===== src/verilog/can_bt_pkg.sv =====
// Functional notes
// - filter enable gates wake-up line filtering
// - phase segment 2 length is field plus one
// - free select picks field, else max(seg1,ipt)
// - triple sample bit selects three-sample majority
// - phase segment 1 length is field plus one
// - seg2 within seg1, jump within seg2; not enforced here, the seg2 field is applied as written
// - timing writes only in configuration mode
// - bus-off flag when transmit count reaches 256
// - transmit passive flag at count 128 up
// - receive passive flag at count 128 up
// - transmit warning flag for 96 to 127
// - receive warning flag for 96 to 127
// - combined warning when either side warns
// - read-only error counters reset to zero
// - per-FIFO pending bit of enabled interrupts
// - unimplemented bits read as zero
// - per-FIFO receive overflow pending bit
package can_bt_pkg;
  // register byte addresses
  localparam int ADDR_W = 5;
  localparam logic [ADDR_W-1:0] OFS_CFG = 5'h00;
  localparam logic [ADDR_W-1:0] OFS_ERR = 5'h04;
  localparam logic [ADDR_W-1:0] OFS_FIP = 5'h08;
  localparam logic [ADDR_W-1:0] OFS_OVF = 5'h0C;
  localparam logic [ADDR_W-1:0] OFS_CTL = 5'h10;
  // timing register fields
  localparam int WAKE_FILT_BIT = 22;
  localparam int SEG2_HI = 18;
  localparam int SEG2_LO = 16;
  localparam int SEG2TS_BIT = 15;
  localparam int TRIPLE_BIT = 14;
  localparam int SEG1_HI = 13;
  localparam int SEG1_LO = 11;
  localparam int PRSEG_HI = 10;
  localparam int PRSEG_LO = 8;
  localparam logic [31:0] CFG_WMASK = 32'h0047FFFF;
  localparam logic [31:0] CFG_RESET = 32'h00000000;
  // control register mode field
  localparam int MODE_HI = 23;
  localparam int MODE_LO = 21;
  localparam logic [2:0] MODE_CONFIG = 3'h4;
  localparam logic [31:0] CTL_WMASK = 32'h00E00000;
  localparam logic [31:0] CTL_RESET = 32'h00800000;
  // error state fields
  localparam int TX_OFF_BIT = 21;
  localparam int TX_PASSIVE_BIT = 20;
  localparam int RX_PASSIVE_BIT = 19;
  localparam int TX_WARN_BIT = 18;
  localparam int RX_WARN_BIT = 17;
  localparam int ANY_WARN_BIT = 16;
  localparam logic [8:0] LIM_BUS_OFF = 9'h100;
  localparam logic [8:0] LIM_PASSIVE = 9'h080;
  localparam logic [8:0] LIM_WARN = 9'h060;
  localparam logic [8:0] CNT_SAT = 9'h0FF;
  // quanta figures
  localparam logic [3:0] IPT_TQ = 4'h2;
  localparam logic [3:0] ONE_TQ = 4'h1;
  // wake-up line filter time
  localparam int CLK_PERIOD_NS = 8;
  localparam int WAKE_FILT_NS = 100;
  localparam int WAKE_FILT_CYC = (WAKE_FILT_NS + CLK_PERIOD_NS - 1) / CLK_PERIOD_NS;
  localparam logic [4:0] WAKE_FILT_LAST = 5'(WAKE_FILT_CYC - 1);
  // bus responses
  localparam logic [1:0] RESP_OKAY = 2'h0;
  localparam logic [1:0] RESP_SLVERR = 2'h2;
  localparam int NFIFO = 16;
endpackage

===== src/verilog/can_bit_timing_error_status.sv =====
// Implementation choices: the AXI4-Lite interface to the registers and the register offsets.
`timescale 1ns/1ps
`default_nettype none
module can_bit_timing_error_status
  import can_bt_pkg::*;
(
  // clock and reset
  input wire logic aclk,
  input wire logic aresetn,
  // axi4-lite write address
  input wire logic awvalid,
  output logic awready,
  input wire logic [ADDR_W-1:0] awaddr,
  input wire logic [2:0] awprot,
  // axi4-lite write data
  input wire logic wvalid,
  output logic wready,
  input wire logic [31:0] wdata,
  input wire logic [3:0] wstrb,
  // axi4-lite write response
  output logic bvalid,
  input wire logic bready,
  output logic [1:0] bresp,
  // axi4-lite read address
  input wire logic arvalid,
  output logic arready,
  input wire logic [ADDR_W-1:0] araddr,
  input wire logic [2:0] arprot,
  // axi4-lite read data
  output logic rvalid,
  input wire logic rready,
  output logic [31:0] rdata,
  output logic [1:0] rresp,
  // protocol engine status
  input wire logic [8:0] tx_err_count,
  input wire logic [7:0] rx_err_count,
  input wire logic [NFIFO-1:0] fifo_event,
  input wire logic [NFIFO-1:0] fifo_event_en,
  input wire logic [NFIFO-1:0] fifo_overflow,
  // bus line and quantum timing
  input wire logic can_rx,
  input wire logic tq_tick,
  input wire logic sample_point,
  // timing results to the bit engine
  output logic [3:0] phase_seg1_tq,
  output logic [3:0] phase_seg2_tq,
  output logic [4:0] quanta_per_bit,
  output logic triple_sample_sel,
  output logic sampled_bit,
  output logic wake_detect,
  output logic [2:0] operating_mode_field
);

  // whole module state
  typedef struct packed {
    logic [31:0] cfg;
    logic [31:0] ctl;
    logic [31:0] est;
    logic [NFIFO-1:0] fip;
    logic [NFIFO-1:0] ovf;
    logic aw_full;
    logic w_full;
    logic [ADDR_W-1:0] waddr;
    logic [31:0] wdat;
    logic [3:0] wstb;
    logic awready;
    logic wready;
    logic bvalid;
    logic [1:0] bresp;
    logic arready;
    logic rvalid;
    logic [31:0] rdata;
    logic [1:0] rresp;
    logic [2:0] hist;
    logic bit_s;
    logic [4:0] lowcnt;
    logic rx_prev;
    logic wake;
    logic [3:0] seg1;
    logic [3:0] seg2;
    logic [4:0] qpb;
  } state_s;

  state_s s_q; // registered state
  state_s s_d; // next state

  // byte-lane mask from the held write strobes
  logic [31:0] lane_mask;
  // per-FIFO pending from enabled events
  logic [NFIFO-1:0] fip_next;

  genvar gi;
  generate
    for (gi = 0; gi < 4; gi++) begin : g_lane
      assign lane_mask[gi*8 +: 8] = {8{s_q.wstb[gi]}};
    end
    for (gi = 0; gi < NFIFO; gi++) begin : g_fifo
      // pending only while that fifo's interrupt is both raised and enabled
      assign fip_next[gi] = fifo_event[gi] & fifo_event_en[gi];
    end
  endgenerate

  // majority of three quantum samples
  function automatic logic maj3(input logic [2:0] v);
    maj3 = (v[0] & v[1]) | (v[0] & v[2]) | (v[1] & v[2]);
  endfunction

  // decoded fields of the timing and control registers, error count terms and write terms
  logic [3:0] seg1_len;
  logic [3:0] seg2_len;
  logic [3:0] prop_len;
  logic [3:0] seg2_auto;
  logic [8:0] tx_sat;
  logic tx_warn;
  logic rx_warn;
  logic in_config;
  logic do_write;
  logic [31:0] wr_val;

  // next-state logic
  always_comb begin
    s_d = s_q;
    // lengths are field value plus one quantum
    seg1_len = {1'b0, s_q.cfg[SEG1_HI:SEG1_LO]} + ONE_TQ;
    seg2_len = {1'b0, s_q.cfg[SEG2_HI:SEG2_LO]} + ONE_TQ;
    prop_len = {1'b0, s_q.cfg[PRSEG_HI:PRSEG_LO]} + ONE_TQ;
    // automatic seg2 is the larger of seg1 and processing time
    seg2_auto = (seg1_len > IPT_TQ) ? seg1_len : IPT_TQ;
    in_config = (s_q.ctl[MODE_HI:MODE_LO] == MODE_CONFIG);
    tx_sat = (tx_err_count > CNT_SAT) ? CNT_SAT : tx_err_count;
    tx_warn = (tx_err_count >= LIM_WARN) && (tx_err_count < LIM_PASSIVE);
    rx_warn = ({1'b0, rx_err_count} >= LIM_WARN) && ({1'b0, rx_err_count} < LIM_PASSIVE);
    do_write = s_q.aw_full && s_q.w_full && !s_q.bvalid;
    wr_val = s_q.wdat & lane_mask;

    // timing results, registered so outputs come from flops
    s_d.seg1 = seg1_len;
    s_d.seg2 = s_q.cfg[SEG2TS_BIT] ? seg2_len : seg2_auto;
    // sync quantum plus prop, seg1 and effective seg2
    s_d.qpb = 5'(ONE_TQ) + 5'(prop_len) + 5'(seg1_len) + 5'(s_d.seg2);

    // error state word; bits above the flags stay zero
    s_d.est = '0;
    s_d.est[TX_OFF_BIT] = (tx_err_count >= LIM_BUS_OFF);
    s_d.est[TX_PASSIVE_BIT] = (tx_err_count >= LIM_PASSIVE);
    s_d.est[RX_PASSIVE_BIT] = ({1'b0, rx_err_count} >= LIM_PASSIVE);
    s_d.est[TX_WARN_BIT] = tx_warn;
    s_d.est[RX_WARN_BIT] = rx_warn;
    s_d.est[ANY_WARN_BIT] = tx_warn | rx_warn;
    // counter fields track the engine; transmit saturates at all ones
    s_d.est[15:8] = tx_sat[7:0];
    s_d.est[7:0] = rx_err_count;

    // fifo status follows the engine levels
    s_d.fip = fip_next;
    s_d.ovf = fifo_overflow;

    // three-sample history, shifted once per quantum
    if (tq_tick) begin
      s_d.hist = {s_q.hist[1:0], can_rx};
    end
    // at the sample point take one or three samples
    if (sample_point) begin
      if (s_q.cfg[TRIPLE_BIT]) begin
        s_d.bit_s = maj3(s_q.hist);
      end else begin
        s_d.bit_s = can_rx;
      end
    end

    // wake-up: filtered waits for a held dominant level, unfiltered does not
    s_d.rx_prev = can_rx;
    if (can_rx) begin
      s_d.lowcnt = '0;
    end else if (s_q.lowcnt != 5'(WAKE_FILT_CYC)) begin
      s_d.lowcnt = s_q.lowcnt + 5'h01;
    end
    if (s_q.cfg[WAKE_FILT_BIT]) begin
      // short glitches never reach the count, so they cannot wake the node
      s_d.wake = !can_rx && (s_q.lowcnt == WAKE_FILT_LAST);
    end else begin
      s_d.wake = s_q.rx_prev && !can_rx;
    end

    // write address channel
    if (awvalid && s_q.awready) begin
      s_d.aw_full = 1'b1;
      s_d.waddr = awaddr;
    end
    // write data channel
    if (wvalid && s_q.wready) begin
      s_d.w_full = 1'b1;
      s_d.wdat = wdata;
      s_d.wstb = wstrb;
    end
    // perform the write once both halves are held
    if (do_write) begin
      s_d.bvalid = 1'b1;
      s_d.bresp = RESP_OKAY;
      case ({s_q.waddr[ADDR_W-1:2], 2'b00})
        OFS_CFG: begin
          // outside configuration mode the write is dropped silently
          if (in_config) begin
            s_d.cfg = (s_q.cfg & ~(CFG_WMASK & lane_mask)) | (wr_val & CFG_WMASK);
          end
        end
        OFS_CTL: begin
          s_d.ctl = (s_q.ctl & ~(CTL_WMASK & lane_mask)) | (wr_val & CTL_WMASK);
        end
        OFS_ERR, OFS_FIP, OFS_OVF: begin
          s_d.bresp = RESP_OKAY;
        end
        default: begin
          s_d.bresp = RESP_SLVERR;
        end
      endcase
    end
    // response taken, free both halves
    if (s_q.bvalid && bready) begin
      s_d.bvalid = 1'b0;
      s_d.aw_full = 1'b0;
      s_d.w_full = 1'b0;
    end
    s_d.awready = !s_d.aw_full;
    s_d.wready = !s_d.w_full;

    // read channel: one read under way at a time
    if (arvalid && s_q.arready) begin
      s_d.rvalid = 1'b1;
      s_d.rresp = RESP_OKAY;
      case ({araddr[ADDR_W-1:2], 2'b00})
        OFS_CFG: s_d.rdata = s_q.cfg;
        OFS_ERR: s_d.rdata = s_q.est;
        OFS_FIP: s_d.rdata = {16'h0000, s_q.fip};
        OFS_OVF: s_d.rdata = {16'h0000, s_q.ovf};
        OFS_CTL: s_d.rdata = s_q.ctl;
        default: begin
          s_d.rdata = 32'h00000000;
          s_d.rresp = RESP_SLVERR;
        end
      endcase
    end else if (s_q.rvalid && rready) begin
      s_d.rvalid = 1'b0;
    end
    s_d.arready = !s_d.rvalid;
  end

  // state register; synchronous active-low reset
  always_ff @(posedge aclk) begin
    if (!aresetn) begin
      s_q <= '0;
      s_q.cfg <= CFG_RESET;
      s_q.ctl <= CTL_RESET;
      s_q.hist <= 3'h7;
      s_q.bit_s <= 1'b1;
      s_q.rx_prev <= 1'b1;
      s_q.seg1 <= ONE_TQ;
      s_q.seg2 <= IPT_TQ;
    end else begin
      s_q <= s_d;
    end
  end

  // outputs straight from state flops
  assign awready = s_q.awready;
  assign wready = s_q.wready;
  assign bvalid = s_q.bvalid;
  assign bresp = s_q.bresp;
  assign arready = s_q.arready;
  assign rvalid = s_q.rvalid;
  assign rdata = s_q.rdata;
  assign rresp = s_q.rresp;
  assign phase_seg1_tq = s_q.seg1;
  assign phase_seg2_tq = s_q.seg2;
  assign quanta_per_bit = s_q.qpb;
  assign triple_sample_sel = s_q.cfg[TRIPLE_BIT];
  assign sampled_bit = s_q.bit_s;
  assign wake_detect = s_q.wake;
  assign operating_mode_field = s_q.ctl[MODE_HI:MODE_LO];
endmodule
`default_nettype wire


===== config.mk =====
export PLATFORM = sky130hd
export DESIGN_NAME = can_bit_timing_error_status
export DESIGN_NICKNAME = d
export VERILOG_FILES = /design/src/verilog/can_bt_pkg.sv /design/src/verilog/can_bit_timing_error_status.sv
export SDC_FILE = /design/constraint.sdc
export NUM_CORES = 1
export LEC_CHECK = 0
export BUFFER_PORTS_ARGS = -buffer_cell sky130_fd_sc_hd__buf_2
export CORE_UTILIZATION = 40
export DETAILED_ROUTE_END_ITERATION = 10
export SETUP_SLACK_MARGIN = 0.4
export SYNTH_ARGS = -nofsm -noshare
export SYNTH_HDL_FRONTEND = slang
export SYNTH_SLANG_ARGS = --single-unit

===== constraint.sdc =====
create_clock -name aclk -period 3.2 [get_ports aclk]
set_clock_uncertainty 0.2 [all_clocks]
set_input_delay 0.16 -clock aclk [delete_from_list [all_inputs] [get_ports aclk]]
set_output_delay 0.16 -clock aclk [all_outputs]
set_load 0.02 [all_outputs]

==> results of run 1 <==
tightest hold or removal path, stage by stage:
cell and delay, ns:
buf_2 0.23, a32oi_1 0.14, nor2_1 0.08
per-stage QoR:
step	worst slack (ns)	hold slack, ns	cell area, um^2	utilization (%)	cells
2_1_floorplan	0.4742	0.07582	6580	-	702
3_3_place_gp	0.3327	0.1666	7061	44.29	984
3_5_place_dp	0.1930	0.1659	7061	44.29	984
4_1_cts	0.4081	0.001594	8966	56.24	1133
5_1_grt	0.3732	0.03432	9041	56.71	1136
6_report	0.4982	0.02336	9044	56.73	1137
worst max-delay path by stage:
stage	startpoint	slack [ns]	cells past startpoint	to
floorplan	register	0.47	10	quanta_per_bit[4]
global placement	register	0.33	10	quanta_per_bit[4]
detailed placement	register	0.19	10	quanta_per_bit[4]
CTS	register	0.41	11	quanta_per_bit[4]
global route	register	0.37	12	quanta_per_bit[3]
finish	register	0.50	12	quanta_per_bit[3]
area by class of cell:
cell class	instances	area [um^2]
multi-input cells	430	2759
fillers	1371	6899
repair buffers	280	2007
clock inverters	10	230.2
well taps	216	270.3
diodes	1	2.502
inverters	18	67.56
flip-flops and latches	162	3251
clock buffers	20	456.7
power by group:
group	switching [uW]	internal (uW)	total [uW]
logic	199	211	410
registers	29.9	2080	2110
clock network	773	1570	2350
placed cells by master (no fill, tap or decap), types with 5 or more instances in the layout:
cell type,instances
dfxtp_1,160
buf_4,8
nand2_1,91
and3_1,17
bufinv_16,7
nand2b_1,5
buf_2,155
conb_1,10
nor3_1,5
dlygate4sd3_1,117
o21ai_0,7
and2_1,29
nand3_1,23
nor2_1,49
a22o_1,15
clkbuf_16,17
o22ai_1,16
o21ai_2,18
ha_1,8
inv_1,17
mux2i_1,39
o21a_1,6
a21oi_1,42
timing repair:
| action | CTS | global route |
|---|---|---|
| cloned | 0 | 0 |
| hold buffers | 117 | 0 |
| setup endpoints to repair | 3 | 3 |
| pin swaps | 1 | 4 |
| setup buffers | 2 | 3 |
| gates resized for setup | 10 | 8 |
| hold endpoints to repair | 101 | 0 |
cell families after synthesis:
kind of cell	Yosys count	synth area share (%)
mux	43	6.823
buf+inv	110	10.02
simple gates	243	18.23
fa+ha+maj	14	3.020
flops	162	49.54
other cells	1	0.05728
xor+xnor	5	0.6691
compound gates	115	11.64
routing by layer:
layer / track usage (%) / routed length [um] / up-vias
met4: 9.439 / 437 / 0
met2: 33.72 / 7996 / 169
met5: 0 / 0 / -
met3: 4.510 / 789 / 32
met1: 24.40 / 7545 / 2461
li1: - / - / 2716
==> results.toml, run 1 <==
[global_route]
grt_pass1_vias = 5200
grt_use_total_pct = 20.07
grt_antenna_before_repair = 0
grt_max_degree = 93
grt_pass1_wl_um = 25630
gr-total-overflow = 0

[final_layout]
nNetsFinal = 1050
syn_to_final_growth_pct = 38.15
drive_gt1_share_pct = 25.54

[clock_network]
clk_pin_slew_ns = 0.06
tritoncts = "yes"
cts_buffer_depth = 2
cts.sinks = 162
cts_buffers = 17
root_buffer = "clkbuf_16"
htree_levels = 4
insertion_delay_ns = 0.42

[critical_path]
max_stage_delay_ns = 0.38
cp_max_fo = 6
cp.buffers_inverters = 2
critPathKind = "reg2reg"
cp_top_family = "compound AO/OA/AOI/OAI gates"
rrSetupSlack_ns = 0.50
rr_worst_depth = 12
end_kind = "register"
cpMaxStageDelayCell = "dfxtp_4"
reg2reg_to = "quanta_per_bit[3]"
cp-start-kind = "register"
cp_data_arrival_time_ns = 2.86
critPathRequiredTime_ns = 3.35
path_cells = "inv_1 > ha_4 > o21ai_0 > a311o_1 > o21ai_2 > ha_4 > inv_1 > ha_1 > nor2b_1 > o21a_1 > o21a_1 > nor3_2"

[timing]
finalSetupViolCount = 0
relSlewSlack_pct = 13.98
worst_pin_slew_ns = 1.290
fmax_mhz = 370.1
min_period_ns = 2.702
finalCritPeriodShare_pct = 84.43
fin_setup_tns_ns = 0
slew_violations = 0
rsz0062_at_grt = "true"
hold_viol_final = 0

[synthesis]
synth_top_area_share_pct = 49.54
synth.distinct_cells = 46
synth_area_um2 = 6546
synthTopCellsByArea = "dfxtp_1 50%, buf_4 6.3%, mux2i_1 6.0%"
yosysTopAreaCell = "dfxtp_1"
yosysMostFrequentCell = "dfxtp_1"
synth-edff-count = 0
synth-seq-cells = 162
synth.yosys.seq_area_share_pct = 49.54
netlist_instances = 693
ys.flop_type = "dfxtp_1"
ys.warnings.count = 0
async_flop_share_pct = 0
avgSynthCellArea_um2 = 9.446
synth_common_cells = "162 x dfxtp_1, 91 x nand2_1, 55 x buf_4, 49 x nor2_1, 42 x a21oi_1"

[power]
leakage_uw = 0.004055
pwr_density_cell_nw_per_um2 = 538.3
peakVddDrop_mv = 0.3845
total_power_uw = 4868

[routing]
firstDrtPassIters = 4
via_per_inst = 4.730
wire_per_inst_um = 14.75
wirelength_um = 16770
drt_iter0_markers = 241
vias = 5378
drt.antenna.violating_nets = 0
drc_errors = 0

[floorplan]
num_rows = 46
core_um2 = 15940
floorplan.die_area_um2 = 16880
io_pins = 187
die_y_um = 129.9
die_w_um = 129.9
start_util_pct = 41.06

[placed_design]
place_congestion = 0.8404
io_buffers = 155
dpl.hpwl_um = 10940

[worst_hold_path]
hp-start = "araddr[2]"
min_path_type = "in2reg"
holdPathEnd = "rdata[19]"
hold_path_depth = 3

[run_status]
status = "finished, final reports clean"

[job]
cap_viol_max_count = 0
Note: power is estimated with default switching activity, not from simulation.
==> inputs of run 2 (changes only) <==
Clock period 3.2 ns to 2.5 ns, I/O delays scaled along.
==> results.toml, run 2 (synthesis results as in run 1) <==
[global_route]
grt_pass1_wl_um = 26920
grt_pass1_vias = 5521
grt_antenna_before_repair = 0
gr-total-overflow = 0
grt_max_degree = 93
grt_use_total_pct = 21.19

[job]
cap_viol_max_count = 0

[final_layout]
layoutNonFillerInstCount = 1161
drive_gt1_share_pct = 28.04
final_common_cell = "dfxtp_1"
nNetsFinal = 1073
syn_to_final_growth_pct = 41.82
antenna_cells = 0
final_cell_mix = "158 x dfxtp_1, 153 x buf_2, 123 x dlygate4sd3_1, 91 x nand2_1, 48 x nor2_1"

[timing]
relSlewSlack_pct = 36.37
finalCritPeriodShare_pct = 104.0
slew_violations = 0
finalSetupViolCount = 2
fmax_mhz = 384.7
worst_pin_slew_ns = 0.9504
rsz0062_at_grt = "true"
worst_slack_ns = -0.09964
hold_viol_final = 0
timing.hold.ws_ns = 0.03684
min_period_ns = 2.600

[placed_design]
dp.cells = 999
dpl.hpwl_um = 11480
io_buffers = 155
place_congestion = 0.8398

[critical_path]
path_cells = "inv_2 > ha_4 > o21ai_2 > a311o_1 > o21ai_2 > ha_4 > fa_2 > nor2b_4 > o21a_1 > o21a_1 > nor3_1"
critPathRequiredTime_ns = 2.61
end_kind = "register"
max_stage_delay_ns = 0.42
cp_max_fo = 3
cpMaxStageDelayCell = "fa_2"
cp.buffers_inverters = 1
cp_top_family = "adder cells"
cp-start-kind = "register"
cp_data_arrival_time_ns = 2.71
critPathKind = "reg2reg"

[clock_network]
clk_pin_slew_ns = 0.07
root_buffer = "clkbuf_16"
cts_buffers = 17
insertion_delay_ns = 0.43
cts.sinks = 162
htree_levels = 4
tritoncts = "yes"
cts_buffer_depth = 2

[power]
p_sw_uw = 1341
pwr_density_cell_nw_per_um2 = 654.9
leakage_uw = 0.004155
peakVddDrop_mv = 0.4561
swShare_pct = 22.05
p_seq_share_pct = 44.5
clkPwrFrac_pct = 46.5
comb_power_share_pct = 9.0
internal_power_uw = 4740

[floorplan]
start_util_pct = 41.06
io_pins = 187
die_y_um = 129.9
floorplan.die_area_um2 = 16880
num_rows = 46
core_um2 = 15940
die_w_um = 129.9

[routing]
wire_per_inst_um = 15.09
via_per_inst = 4.835
drt_iter0_markers = 252
vias = 5614
drc_errors = 0
wirelength_um = 17520
firstDrtPassIters = 5
drt.antenna.violating_nets = 0

[worst_hold_path]
min_path_type = "in2reg"

[run_status]
status = "complete, but fails checks"
violations = "negative setup slack"
==> run 2: cell types whose count changed in the layout (fill, tap and decap cells not counted), moves of 3 or more <==
cell	delta
clkinvlp_4	+3
bufinv_16	-3
inv_1	-5
inv_2	+5
dlygate4sd3_1	+6
buf_4	+15
==> run 2: tightest hold or removal path: stages <==
cell	delay [ns]
buf_2	0.10
nand2_1	0.08
buf_4	0.19
a21oi_1	0.13
==> run 2: power groups by stage <==
stage | clock network (uW) | registers (uW) | logic, uW
finish | 2830 | 2710 | 550
global route | 3000 | 2710 | 598
CTS | 2870 | 2700 | 540
detailed placement | 0 | 2760 | 391
global placement | 0 | 2760 | 385
floorplan | 0 | 2760 | 252
==> run 2: cell type report <==
class,instances,area [um^2]
clock buffer,21,481.7
clock inverter,11,175.2
fill,1357,6659
inverter,18,67.56
multi-input combinational,430,2804
sequential,162,3253
tap,216,270.3
timing repair buffer,303,2232
==> run 2: per-layer routing <==
| metal | track usage, % | part of all wire [%] | vias to the layer above | wire [um] |
|---|---|---|---|---|
| met4 | 8.071 | 1.7 | 0 | 297 |
| met1 | 26.05 | 46 | 2671 | 7972 |
| met2 | 35.92 | 48 | 169 | 8443 |
| met3 | 5.043 | 4.6 | 22 | 805 |
| li1 | - | - | 2752 | - |
| met5 | 0 | 0 | - | 0 |
==> run 2: per-stage QoR <==
step                total power (uW)  area, um^2  TNS [ns]  setup slack, ns  utilization [%]
finish                          6080        9284   -0.1767         -0.09964            58.23
global route                    6315        9284   -0.4220          -0.1862            58.23
CTS                             6118        9266   -0.1294         -0.07241            58.12
detailed placement              3152        7258   -0.3777          -0.1993            45.53
global placement                3143        7258  -0.06287         -0.04901            45.53
floorplan                       3009        6640         0         0.007424                -
==> run 2: final timing paths <==
check,from,end,slack (ns),cells after the start
worst max-delay path,register,quanta_per_bit[4],-0.1,11
worst min register to register,s_q[79],register,0.26,2
worst max register to register,register,quanta_per_bit[4],-0.1,11
worst min-delay path,arvalid,rvalid,0.04,4
==> run 2: timing repair <==
action                                 4_1_cts  5_1_grt
setup buffers                                6        1
endpoints found under the hold margin      108        0
setup endpoints to repair                    4       17
hold buffers                               125        0
gates resized for setup                     15        8
pin swaps                                    8        7
==> inputs of run 3 (changes only) <==
Settings changed: CELL_PAD_IN_SITES_DETAIL_PLACEMENT set to 0, CELL_PAD_IN_SITES_GLOBAL_PLACEMENT set to 1, PLACE_DENSITY_LB_ADDON set to 0.1.
Clock period 2.5 ns to 3.2 ns, I/O delays scaled along.
==> results.toml, run 3 (synthesis results as in run 1) <==
[run_status]
status = "finished, final reports clean"

[power]
swShare_pct = 22.81
p_seq_share_pct = 46.8
internal_power_uw = 3480
p_sw_uw = 1028
leakage_uw = 0.003993
pwr_density_cell_nw_per_um2 = 506.9
comb_power_share_pct = 9.0
clkPwrFrac_pct = 44.2
peakVddDrop_mv = 0.3723

[timing]
finalCritPeriodShare_pct = 83.30
relSlewSlack_pct = 37.68
rsz0062_at_grt = "true"
min_period_ns = 2.666
fin_setup_tns_ns = 0
worst_pin_slew_ns = 0.9307
finalSetupViolCount = 0
fmax_mhz = 375.1
worst_slack_ns = 0.5344
timing.hold.ws_ns = 0.01350
hold_viol_final = 0
slew_violations = 0

[final_layout]
final_common_cell = "dfxtp_1"
fill_cells = 1483
drive_gt1_share_pct = 25.90
multi_input_area_um2 = 2743
layoutNonFillerInstCount = 1135
final_cell_mix = "160 x dfxtp_1, 155 x buf_2, 113 x dlygate4sd3_1, 91 x nand2_1, 48 x nor2_1"
antenna_cells = 0
nNetsFinal = 1047
syn_to_final_growth_pct = 35.86
seqCellArea_um2 = 3251

[global_route]
gr-total-overflow = 0
grtUsageMet3_pct = 5.084
grt_pass1_wl_um = 25380
grt_pass1_vias = 5075
use_met1_pct = 25.15
grt_use_met2_pct = 32.97
grt-busiest-layer = "met2"
grt_antenna_before_repair = 0
grt_max_degree = 65
grt_use_total_pct = 19.77

[placed_design]
pre_cts_ws_ns = 0.1938
dpl.hpwl_um = 11330
dp.cells = 988
io_buffers = 155
place_congestion = 0.8250

[worst_hold_path]
min_path_type = "in2reg"
holdPathEnd = "rdata[9]"
hold_path_depth = 4
hp-start = "araddr[4]"

[routing]
firstDrtPassIters = 5
wire_per_inst_um = 14.41
wirelength_um = 16350
vias = 5323
drt_iter0_markers = 256
via_per_inst = 4.690
drt.antenna.violating_nets = 0
drc_errors = 0

[floorplan]
floorplan.die_area_um2 = 16880
die_w_um = 129.9
die_y_um = 129.9
num_rows = 46
io_pins = 187
start_util_pct = 41.06
core_um2 = 15940

[critical_path]
cp-start-kind = "register"
critPathKind = "reg2reg"
rr_worst_depth = 11
critPathRequiredTime_ns = 3.27
end_kind = "register"
cp_data_arrival_time_ns = 2.74
cp_max_fo = 5
reg2reg_to = "quanta_per_bit[4]"
rrSetupSlack_ns = 0.53

[clock_network]
root_buffer = "clkbuf_16"
htree_levels = 4
clk_pin_slew_ns = 0.06
cts.sinks = 162
cts_buffers = 17
tritoncts = "yes"
insertion_delay_ns = 0.41
cts_buffer_depth = 2

[job]
cap_viol_max_count = 0
[run 3: critical path, stage by stage (launching register included)]
cell,delay [ns]
dfxtp_4,0.38
inv_1,0.07
ha_4,0.31
o21ai_0,0.08
a311o_1,0.30
o21ai_2,0.10
ha_4,0.24
fa_2,0.38
nor2b_1,0.15
o21a_1,0.15
o21a_1,0.11
nor3_1,0.04
[run 3: repair_timing]
action                     CTS  global route
resized for setup           10             8
setup endpoints to repair    2             2
hold endpoints to repair   100             0
hold buffers               113             0
setup buffers                0             2
pin swaps                    1             4
[run 3: routing by layer]
layer | vias up | part of all wire [%]
met5 | - | 0
met4 | 0 | 1.0
met3 | 13 | 4.2
met2 | 136 | 47
met1 | 2459 | 48
li1 | 2715 | -
[run 3: power by group through the flow]
stage | sequential [uW] | combinational [uW] | clock [uW]
final | 2110 | 407 | 1990
after global routing | 2120 | 448 | 2120
after CTS | 2110 | 407 | 2030
after detailed placement | 2160 | 305 | 0
after global placement | 2150 | 303 | 0
after floorplan | 2160 | 197 | 0
[run 3: final cells by class]
type                       count  share of cell area, %
inverter                      18                 0.7597
timing repair buffer         277                  22.20
multi-input combinational    430                  30.84
tap                          216                  3.039
clock inverter                13                  1.519
sequential                   162                  36.55
clock buffer                  19                  5.093
[run 3: through the flow]
step / power, uW / utilization [%] / instance area (um^2)
3_3_place_gp: 2457 / 44.47 / 7091
2_1_floorplan: 2353 / - / 6580
5_1_grt: 4686 / 55.78 / 8894
3_5_place_dp: 2461 / 44.47 / 7091
4_1_cts: 4551 / 55.47 / 8843
6_report: 4509 / 55.78 / 8894
[run 3: worst max-delay path by stage]
stage,endpoint,depth (start not counted),start
after floorplan,quanta_per_bit[4],10,register
after global placement,quanta_per_bit[4],11,register
after detailed placement,quanta_per_bit[4],11,register
after CTS,quanta_per_bit[4],10,register
after global routing,quanta_per_bit[3],12,register
final,quanta_per_bit[4],11,register
